===== src/hdl/monreg_pkg.sv =====
/*
  Constants for the monitor register bank: offsets, reset values,
  field positions and channel counts.
  Assumes nothing of its surroundings; imported by the design files.
*/
package monreg_pkg;

  // ==========================================================
  // Register offsets
  localparam logic [7:0] OFF_CONFIG = 8'h00;
  localparam logic [7:0] OFF_IRQ_STATUS = 8'h01;
  localparam logic [7:0] OFF_IRQ_MASK = 8'h03;
  localparam logic [7:0] OFF_CONV_RATE = 8'h07;
  localparam logic [7:0] OFF_CHAN_OFF = 8'h08;
  localparam logic [7:0] OFF_SINGLE_PASS = 8'h09;
  localparam logic [7:0] OFF_DEEP_SLEEP = 8'h0A;
  localparam logic [7:0] OFF_REF_MODE = 8'h0B;
  localparam logic [7:0] OFF_BUSY = 8'h0C;
  localparam logic [7:0] OFF_RESULT_FIRST = 8'h20;
  localparam logic [7:0] OFF_RESULT_LAST = 8'h27;
  localparam logic [7:0] OFF_LIMIT_FIRST = 8'h2A;
  localparam logic [7:0] OFF_LIMIT_LAST = 8'h39;
  localparam logic [7:0] OFF_MAKER = 8'h3E;
  localparam logic [7:0] OFF_REVISION = 8'h3F;

  // ==========================================================
  // Reset values
  localparam logic [7:0] RST_CONFIG = 8'h08;
  localparam logic [7:0] RST_ZERO = 8'h00;
  localparam logic [7:0] RST_BUSY = 8'h02;
  localparam logic [15:0] RST_RESULT = 16'h0000;

  // ==========================================================
  // Field positions
  localparam int CFG_START_BIT = 0;
  localparam int CFG_IRQ_EN_BIT = 1;
  localparam int CFG_IRQ_CLR_BIT = 3;
  localparam int CFG_INIT_BIT = 7;
  localparam logic [7:0] CFG_WR_MASK = 8'h8B;
  localparam int BUSY_BUSY_BIT = 0;
  localparam int BUSY_NOT_READY_BIT = 1;
  localparam int HOT_CHANNEL = 7;

  // ==========================================================
  // Sizes
  localparam int NUM_CHANNELS = 8;
  localparam int NUM_LIMITS = 16;
  localparam logic [7:0] RATE_CONT_BIT = 8'h01;

  // Identification codes; values arbitrary
  localparam logic [7:0] ID_MAKER_DEF = 8'h5A;
  localparam logic [7:0] ID_REVISION_DEF = 8'h3C;

endpackage


===== src/hdl/monreg_cmp_if.sv =====
/*
  Interface carrying one channel's reading and its limits to a
  window comparator, and the out-of-range verdict back.
  Assumes a single clock domain; purely combinational signals.
*/
`timescale 1ns/1ps

interface monreg_cmp_if;
  logic [15:0] reading;
  logic [7:0] high_limit;
  logic [7:0] low_limit;
  logic is_hot;
  logic fault;

  modport bank (output reading, output high_limit, output low_limit,
    output is_hot, input fault);
  modport cmp (input reading, input high_limit, input low_limit,
    input is_hot, output fault);
endinterface


===== src/hdl/monreg_cmp.sv =====
/*
  Window comparator for one channel.
  Assumes readings hold an 8-bit comparable value in bits 15:8
  and limits are unsigned (temperature: two's complement).
*/
`timescale 1ns/1ps

module monreg_cmp (
  monreg_cmp_if.cmp port_i
);
  import monreg_pkg::*;

  // ==========================================================
  // Compare top byte against the window
  logic [7:0] top;
  assign top = port_i.reading[15:8];

  // Hot: signed above threshold; others: above high or at/below low
  always_comb begin
    if (port_i.is_hot) begin
      port_i.fault = $signed(top) > $signed(port_i.high_limit);
    end else begin
      port_i.fault = (top > port_i.high_limit) ||
        (top <= port_i.low_limit);
    end
  end
endmodule


===== src/hdl/monreg_bank.sv =====
/*
  Register bank of an eight-channel monitor with window comparators,
  status and mask, a round-robin sequencer stub and interrupt output.
  Assumes a serial-bus front end that presents single-cycle read and
  write strobes with an 8-bit offset, and a converter that returns a
  16-bit result per channel with a done pulse.
*/
`timescale 1ns/1ps

module monreg_bank #(
  parameter logic [7:0] MAKER_CODE = monreg_pkg::ID_MAKER_DEF,
  parameter logic [7:0] REVISION_CODE = monreg_pkg::ID_REVISION_DEF
) (
  input wire logic clk,
  input wire logic sys_rst,
  input wire logic [7:0] reg_addr,
  input wire logic reg_wr,
  input wire logic [7:0] reg_wdata,
  input wire logic reg_rd,
  output logic [15:0] reg_rdata,
  output logic reg_rvalid,
  output logic conv_start,
  output logic [2:0] conv_channel,
  input wire logic conv_done,
  input wire logic [15:0] conv_result,
  output logic [7:0] conv_rate,
  output logic [7:0] ref_mode,
  output logic deep_sleep,
  output logic irq_n
);
  import monreg_pkg::*;

  typedef enum logic [2:0] {
    IDLE = 3'b001,
    CONV = 3'b010,
    WAIT = 3'b100
  } monreg_seq_t;

  // ==========================================================
  // Register state
  logic [7:0] cfg_q;
  logic [7:0] status_q;
  logic [7:0] mask_q;
  logic [7:0] rate_q;
  logic [7:0] chan_off_q;
  logic [7:0] sleep_q;
  logic [7:0] ref_q;
  logic [7:0] busy_q;
  logic [15:0] result_q [NUM_CHANNELS];
  logic [7:0] limit_q [NUM_LIMITS];
  logic pass_req_q;
  monreg_seq_t seq_q;
  logic [2:0] chan_q;
  logic conv_start_q;
  logic irq_n_q;
  logic [15:0] rdata_q;
  logic rvalid_q;

  // Decoded strobes
  logic wr_cfg;
  logic init_req;
  logic rd_status;
  logic [NUM_CHANNELS-1:0] fault;
  logic loop_halt;
  logic [2:0] next_chan;
  logic next_found;
  logic [2:0] scan_base;

  // Hazards worth knowing before touching the sequencer:
  // - the channel search must start past the channel just converted,
  //   otherwise the loop keeps converting one channel forever
  // - every pass starts again at channel 0, so the not-ready flag clears
  //   only once channel 7 has been reached
  // - a one-shot request is honoured even while the loop is halted
  // - status bits are sticky; a read clears them, a new fault wins

  assign wr_cfg = reg_wr && (reg_addr == OFF_CONFIG);
  // Self-clearing initialisation request
  assign init_req = wr_cfg && reg_wdata[CFG_INIT_BIT];
  assign rd_status = reg_rd && (reg_addr == OFF_IRQ_STATUS);
  // Clear bit or stopped start bit holds the loop
  assign loop_halt = cfg_q[CFG_IRQ_CLR_BIT] ||
    !cfg_q[CFG_START_BIT];

  // ==========================================================
  // Window comparators, one per channel
  for (genvar g = 0; g < NUM_CHANNELS; g++) begin : gen_cmp
    monreg_cmp_if cmp_port ();
    assign cmp_port.reading = result_q[g];
    // Hot channel uses its threshold pair; others their high/low pair
    assign cmp_port.high_limit = limit_q[2 * g];
    assign cmp_port.low_limit = limit_q[2 * g + 1];
    assign cmp_port.is_hot = (g == HOT_CHANNEL);
    assign fault[g] = cmp_port.fault;
    monreg_cmp u_cmp (
      .port_i(cmp_port)
    );
  end

  // ==========================================================
  // Configuration register, initialisation restores defaults
  always_ff @(posedge clk) begin
    if (sys_rst || init_req) begin
      cfg_q <= RST_CONFIG;
    end else if (wr_cfg) begin
      cfg_q <= reg_wdata & CFG_WR_MASK;
    end
  end

  // Plain read/write control registers
  always_ff @(posedge clk) begin
    if (sys_rst || init_req) begin
      mask_q <= RST_ZERO;
      rate_q <= RST_ZERO;
      chan_off_q <= RST_ZERO;
      sleep_q <= RST_ZERO;
      ref_q <= RST_ZERO;
    end else if (reg_wr) begin
      case (reg_addr)
        OFF_IRQ_MASK: mask_q <= reg_wdata;
        OFF_CONV_RATE: rate_q <= reg_wdata;
        OFF_CHAN_OFF: chan_off_q <= reg_wdata;
        OFF_DEEP_SLEEP: sleep_q <= reg_wdata;
        OFF_REF_MODE: ref_q <= reg_wdata;
        default: ; // Read-only offsets ignore writes
      endcase
    end
  end

  // Limit registers
  always_ff @(posedge clk) begin
    if (sys_rst || init_req) begin
      for (int i = 0; i < NUM_LIMITS; i++) begin
        limit_q[i] <= RST_ZERO;
      end
    end else if (reg_wr && reg_addr >= OFF_LIMIT_FIRST &&
        reg_addr <= OFF_LIMIT_LAST) begin
      limit_q[4'(reg_addr - OFF_LIMIT_FIRST)] <= reg_wdata;
    end
  end

  // One-shot request latch, cleared whenever the sequencer is idle with a channel enabled
  always_ff @(posedge clk) begin
    if (sys_rst || init_req) begin
      pass_req_q <= 1'b0;
    end else if (reg_wr && reg_addr == OFF_SINGLE_PASS) begin
      pass_req_q <= 1'b1;
    end else if (seq_q == IDLE && chan_off_q != 8'hFF) begin
      pass_req_q <= 1'b0;
    end
  end

  // ==========================================================
  // Next enabled channel; after a conversion the search starts
  // one past the channel just finished
  always_comb begin
    scan_base = (seq_q == WAIT) ? chan_q + 3'h1 : chan_q;
    next_chan = scan_base;
    next_found = 1'b0;
    for (int k = NUM_CHANNELS - 1; k >= 0; k--) begin
      if (!chan_off_q[3'(int'(scan_base) + k)]) begin
        next_chan = 3'(int'(scan_base) + k);
        next_found = 1'b1;
      end
    end
  end

  // Round-robin sequencer
  always_ff @(posedge clk) begin
    if (sys_rst || init_req) begin
      seq_q <= IDLE;
      chan_q <= 3'h0;
      conv_start_q <= 1'b0;
    end else begin
      conv_start_q <= 1'b0;
      case (seq_q)
        IDLE: begin
          // Continuous loop, or one pass on request
          if (next_found && !sleep_q[0] &&
              (pass_req_q || !loop_halt)) begin
            chan_q <= next_chan;
            conv_start_q <= 1'b1;
            seq_q <= CONV;
          end
        end
        CONV: begin
          if (conv_done) begin
            seq_q <= WAIT;
          end
        end
        WAIT: begin
          // Last channel ends a pass; loop resumes from channel 0
          if (chan_q == 3'h7) begin
            chan_q <= 3'h0;
            seq_q <= IDLE;
          end else if (!next_found || next_chan <= chan_q) begin
            // Search wrapped: no enabled channel left in this pass
            chan_q <= 3'h0;
            seq_q <= IDLE;
          end else begin
            chan_q <= next_chan;
            conv_start_q <= 1'b1;
            seq_q <= CONV;
          end
        end
        default: seq_q <= IDLE;
      endcase
    end
  end


  // Conversion results
  // Taken only while converting, so a stray done pulse is ignored
  always_ff @(posedge clk) begin
    if (sys_rst || init_req) begin
      for (int i = 0; i < NUM_CHANNELS; i++) begin
        result_q[i] <= RST_RESULT;
      end
    end else if (seq_q == CONV && conv_done) begin
      result_q[chan_q] <= conv_result;
    end
  end


  // Busy and not-ready flags; ready after the first pass that reaches channel 7
  // Busy follows the sequencer one cycle late
  always_ff @(posedge clk) begin
    if (sys_rst || init_req) begin
      busy_q <= RST_BUSY;
    end else begin
      busy_q[BUSY_BUSY_BIT] <= (seq_q != IDLE);
      if (seq_q == WAIT && seq_q != IDLE && chan_q == 3'h7) begin
        busy_q[BUSY_NOT_READY_BIT] <= 1'b0;
      end
    end
  end

  // ==========================================================
  // Interrupt status: set by comparator after a conversion,
  // cleared by read; a set in the same cycle wins
  always_ff @(posedge clk) begin
    if (sys_rst || init_req) begin
      status_q <= RST_ZERO;
    end else begin
      for (int i = 0; i < NUM_CHANNELS; i++) begin
        if (seq_q == WAIT && chan_q == 3'(i) && fault[i]) begin
          status_q[i] <= 1'b1;
        end else if (rd_status) begin
          status_q[i] <= 1'b0;
        end
      end
    end
  end


  // Interrupt pin, active low, registered
  // Clear bit forces it high without touching the status bits
  always_ff @(posedge clk) begin
    if (sys_rst) begin
      irq_n_q <= 1'b1;
    end else begin
      irq_n_q <= !(!cfg_q[CFG_IRQ_CLR_BIT] &&
        cfg_q[CFG_IRQ_EN_BIT] &&
        |(status_q & ~mask_q));
    end
  end

  // ==========================================================
  // Read path, one cycle after the strobe
  // Eight-bit registers sit in the low byte, top byte zero
  always_ff @(posedge clk) begin
    if (sys_rst) begin
      rdata_q <= 16'h0000;
      rvalid_q <= 1'b0;
    end else begin
      rvalid_q <= reg_rd;
      if (reg_rd) begin
        if (reg_addr >= OFF_RESULT_FIRST &&
            reg_addr <= OFF_RESULT_LAST) begin
          rdata_q <= result_q[reg_addr[2:0]];
        end else if (reg_addr >= OFF_LIMIT_FIRST &&
            reg_addr <= OFF_LIMIT_LAST) begin
          rdata_q <= {8'h00, limit_q[4'(reg_addr - OFF_LIMIT_FIRST)]};
        end else begin
          case (reg_addr)
            OFF_CONFIG: rdata_q <= {8'h00, cfg_q};
            OFF_IRQ_STATUS: rdata_q <= {8'h00, status_q};
            OFF_IRQ_MASK: rdata_q <= {8'h00, mask_q};
            OFF_CONV_RATE: rdata_q <= {8'h00, rate_q};
            OFF_CHAN_OFF: rdata_q <= {8'h00, chan_off_q};
            OFF_DEEP_SLEEP: rdata_q <= {8'h00, sleep_q};
            OFF_REF_MODE: rdata_q <= {8'h00, ref_q};
            OFF_BUSY: rdata_q <= {8'h00, busy_q};
            OFF_MAKER: rdata_q <= {8'h00, MAKER_CODE};
            OFF_REVISION: rdata_q <= {8'h00, REVISION_CODE};
            default: rdata_q <= 16'h0000;
          endcase
        end
      end
    end
  end

  // ==========================================================
  // Outputs straight from flip-flops
  assign reg_rdata = rdata_q;
  assign reg_rvalid = rvalid_q;
  assign conv_start = conv_start_q;
  assign conv_channel = chan_q;
  assign conv_rate = rate_q;
  assign ref_mode = ref_q;
  assign deep_sleep = sleep_q[0];
  assign irq_n = irq_n_q;
endmodule


===== config.mk =====
export PLATFORM = sky130hd
export DESIGN_NAME = monreg_bank
export DESIGN_NICKNAME = d
export VERILOG_FILES = /design/src/hdl/monreg_pkg.sv /design/src/hdl/monreg_cmp_if.sv /design/src/hdl/monreg_cmp.sv /design/src/hdl/monreg_bank.sv
export SDC_FILE = /design/constraint.sdc
export NUM_CORES = 1
export LEC_CHECK = 0
export ABC_CLOCK_PERIOD_IN_PS = 4700
export BUFFER_PORTS_ARGS = -buffer_cell sky130_fd_sc_hd__buf_2
export CAP_MARGIN = 20
export CORE_MARGIN = 1
export CORE_UTILIZATION = 29
export CTS_CLUSTER_SIZE = 10
export DETAILED_ROUTE_END_ITERATION = 6
export PLACE_DENSITY = 0.42
export SLEW_MARGIN = 20
export SYNTH_ARGS = -nofsm -noshare
export SYNTH_HDL_FRONTEND = slang
export SYNTH_SLANG_ARGS = --single-unit

===== constraint.sdc =====
create_clock -name clk -period 4.7 [get_ports clk]
set_clock_uncertainty 0.1 [all_clocks]
set_input_delay 0.705 -clock clk [delete_from_list [all_inputs] [get_ports clk]]
set_output_delay 0.705 -clock clk [all_outputs]
set_load 0.1 [all_outputs]

==> results.md <==
* Status: finished clean
* Gate Count Post-Synth at 1746
* Async set-or-reset flop fraction in the synthesized netlist at 0%
* Total grt overflow at 0
* Most instantiated flip-flop cell in the synthesis netlist: edfxtp_1
* Most common library cell in the layout ignoring fill and taps: and2_1
* Type of element launching the critical path: register
* Ports placed on the boundary at 76
* Reg2Reg Launch Point: seq_q[1]$_SDFFE_PP0P_
* Synthesis-to-finish area growth at 15.1%
* Total Power Consumption at 7.15 mW
* Final critical-path setup slack at 195 ps
* DR WL/cell at 24.2 µm
* Share of layout cells above drive strength 1 at 16.9%
* Die boundary width at 261 µm
* Number of antenna violations at the first check in global routing at 2
* Max Root-Sink Buffers at 3
* Combinational family with the most area after synthesis: simple AND/OR/NAND/NOR gates
* Total of max-cap violations at 0
* Number of pins with negative max-slew slack in the final report at 0
* CP Data Arrival Time at 4850 ps
* Area of the mapped netlist at 19500 µm²
* Die extent in y at 261 µm
* Min-delay src: conv_done
* R2R setup slack at 200 ps
* Share of total power in combinational logic at 9.9%
* Endpoint kind of the worst setup timing path: register
* PwrDens at 319 nW/µm²
* Count of H-tree levels built during CTS at 2
* Overall die area at 68100 µm²
* PortBufs at 75
* Starting density of the core at 29.4%
* Total Wirelength at 66300 µm
* DR vias at 13800
* Hold_ws at 358 ps
* Crit path top cell by count: ha_1
* Count of final hold-check violations at 0
* Post-Synthesis Mean Instance Area at 11.1 µm²
* Number of cell rows at 94
* Clock sink count at 336
* Vias in the first global route at 14100
* Number of flops mapped to enable cells by yosys at 256
* Compound-gate portion of the synthesized area at 8.77%
* Commonest cells after routing, fill and taps aside: and2_1 (257), edfxtp_1 (256), inv_1 (135)
* Syn Nets at 1916
* Peak supply drop at 221 µV
* Number of different library cells in the post-synthesis netlist at 72
* Clk network pwr share at 42.6%
* Count of nets left with antenna violations after detail routing at 0
* Period Utilization, post-route at 95.9%
* Portion of total power attributed to sequential cells at 47.5%
* Iteration-0 DRC count of the detailed router at 1013
* Relative slew slack at 33.2%
* Parity-gate share of the synthesized area counting xor and xnor cells at 0.405%
* Placeable Area at 66100 µm²
* Switching power of the nets at 1.84 mW
* Crit path launch: seq_q[1]$_SDFFE_PP0P_
* Post-DP HPWL at 48600 µm
* Largest stage delay on the critical path at 560 ps
* TritonCTS buffer count at 43
* Via count normalized by instance count at 5.05
* Setup-violating endpoint count in the final report at 0
* Count of hold buffers inserted by post-cts repair at 0
* Crit path kind: reg2reg
* Adder and majority gate portion of the synthesized area at 8.55%
* TritonCTS clock tree: done
* Clock period minus final worst setup slack at 4500 ps
* Share of total power consumed by net switching at 25.8%
* Final net count at 2011
* Maximum achievable frequency at 222 MHz
* Mux cell area share after synthesis at 12.8%
* YS warnings at 0
* Cell at the root of the clock tree: clkbuf_16
* Clock-pin transition on the worst setup and hold timing paths at 50 ps
* Hold Crit Class: in2reg
* DRC at 0
* Standard cell with the maximum stage delay on the critical path: mux4_2
* Slew of the pin with the lowest slew margin at 999 ps
* Register area share after synthesis at 47.8%
* Largest net degree at the start of global routing at 63
* Maximum fanout count along the critical path at 8
* GRT Resource Usage Total at 19.6%
* Clock latency of the later-clocked register in the worst-skew pair at 580 ps
* Internal at 5.31 mW
* Simple-gate share of the synthesized area at 16.8%
* Crit path cell chain: buf_4 -> nor3b_4 -> xnor2_2 -> inv_1 -> ha_1 -> inv_2 -> mux4_2 -> or2_2 -> a2111oi_1 -> or3_1 -> ha_1 -> a21o_1 -> a21oi_1 -> a311oi_2 -> nand3b_1 -> a21oi_4 -> a2bb2oi_1 -> o22ai_1
* Data required time of the worst path at 5050 ps
* First-pass detailed-route iteration total at 7
* P_leak at 8.94 nW
* RePlAce Congestion at 0.864
* Worst setup slack after placement at 113 ps
* Wire length of the first global-routing pass at 96500 µm
* Register bit count reported by yosys at 336
## area by class of cell
type	count	area, µm²
inverter	137	514
clock buffer	65	1180
fill	6669	43700
antenna	1	2.50
multi-input combinational	1178	9310
tap	864	1080
sequential	336	9300
clock inverter	13	98.8
timing repair buffer	145	918
## logic make-up (layout without fill, tap and decap cells)
group,Yosys count,count (layout)
AND/OR/NAND/NOR,612,612
flip-flops,336,336
AO/OA/AOI/OAI,278,278
buffers and inverters,232,360
multiplexers,149,149
adder cells (fa/ha/maj),133,133
XOR/XNOR,6,6
other,0,1
## per-layer routing
metal  GRT usage (%)  up-vias  wire, µm
met1            25.8     6857     29100
met2            32.8      400     31700
met4            6.40        2      1910
met5               0        -        13
met3            3.22       83      3590
li1                -     6479         -
## synth_stat cells (all sizes together), types with 4 or more instances
| cell type | n | area (µm²) |
|---|---|---|
| and2 | 257 | 1610 |
| edfxtp | 256 | 7690 |
| inv | 136 | 510 |
| ha | 133 | 1660 |
| nor2 | 122 | 458 |
| a21oi | 93 | 473 |
| nand2 | 93 | 349 |
| dfxtp | 80 | 1600 |
| mux4 | 78 | 1760 |
| o21ai | 78 | 394 |
| clkbuf | 66 | 250 |
| mux2i | 64 | 653 |
| nand3 | 46 | 230 |
| buf | 29 | 181 |
| a21o | 21 | 158 |
| nor2b | 18 | 113 |
| nand2b | 17 | 106 |
| o32ai | 13 | 114 |
| o21a | 12 | 90.1 |
| nand4 | 11 | 68.8 |
| nor3 | 10 | 55.1 |
| o311ai | 9 | 78.8 |
| a31oi | 8 | 50.1 |
| and3 | 7 | 43.8 |
| mux2 | 7 | 82.6 |
| o22ai | 7 | 43.8 |
| or3 | 6 | 37.5 |
| a32oi | 5 | 43.8 |
| nor3b | 5 | 48.8 |
| nor4 | 5 | 31.3 |
| xnor2 | 5 | 70.1 |
| a211oi | 4 | 30.0 |
| o211ai | 4 | 30.0 |
| or2 | 4 | 25.0 |
## per-stage QoR
| stage | setup TNS (ps) | util (%) | instances | cell area, µm² |
|---|---|---|---|---|
| 2_1_floorplan | 0 | - | 1746 | 19500 |
| 3_3_place_gp | 0 | 31.8 | 2655 | 21000 |
| 3_5_place_dp | 0 | 31.8 | 2655 | 21000 |
| 4_1_cts | 0 | 33.8 | 2733 | 22300 |
| 5_1_grt | -0.620 | 33.9 | 2738 | 22400 |
| 6_report | 0 | 33.9 | 2739 | 22400 |
## flip-flops by register name, indices dropped and copies added (netlist names)
signal,count
busy_q,2
cfg_q,4
chan_off_q,8
conv_channel,3
conv_rate,8
conv_start,1
irq_n,1
limit_q,128
mask_q,8
pass_req_q,1
ref_mode,8
reg_rdata,16
reg_rvalid,1
result_q,128
seq_q,3
sleep_q,8
status_q,8
## power by group through the flow
| stage | registers [mW] | clock network, mW | logic (mW) |
|---|---|---|---|
| 3_5_place_dp | 3.46 | 0 | 0.708 |
| 2_1_floorplan | 3.41 | 0 | 0.423 |
| 6_report | 3.39 | 3.05 | 0.709 |
| 3_3_place_gp | 3.46 | 0 | 0.698 |
| 5_1_grt | 3.40 | 3.23 | 0.775 |
| 4_1_cts | 3.40 | 3.12 | 0.713 |
## critical path: cells and delay by family, from the launching register on
kind	cells	cell delay, ps
AO/OA/AOI/OAI	7	1200
AND/OR/NAND/NOR	4	940
adder cells (fa/ha/maj)	2	640
multiplexers	1	560
buffers and inverters	3	420
flip-flops	1	320
XOR/XNOR	1	180
## worst paths after layout
path,depth (start not counted),end
worst max-delay path,18,conv_channel[0]$_SDFFE_PP0P_
worst min-delay path,3,seq_q[2]$_SDFFE_PP0P_
worst max register to register,18,conv_channel[0]$_SDFFE_PP0P_
worst min register to register,2,status_q[5]$_SDFFE_PP0P_
## repair_timing
item	4_1_cts	5_1_grt
setup buffers	0	5
resized for setup	0	9
setup endpoints to repair	0	4
No activity file was read; power rests on OpenSTA's default activity.
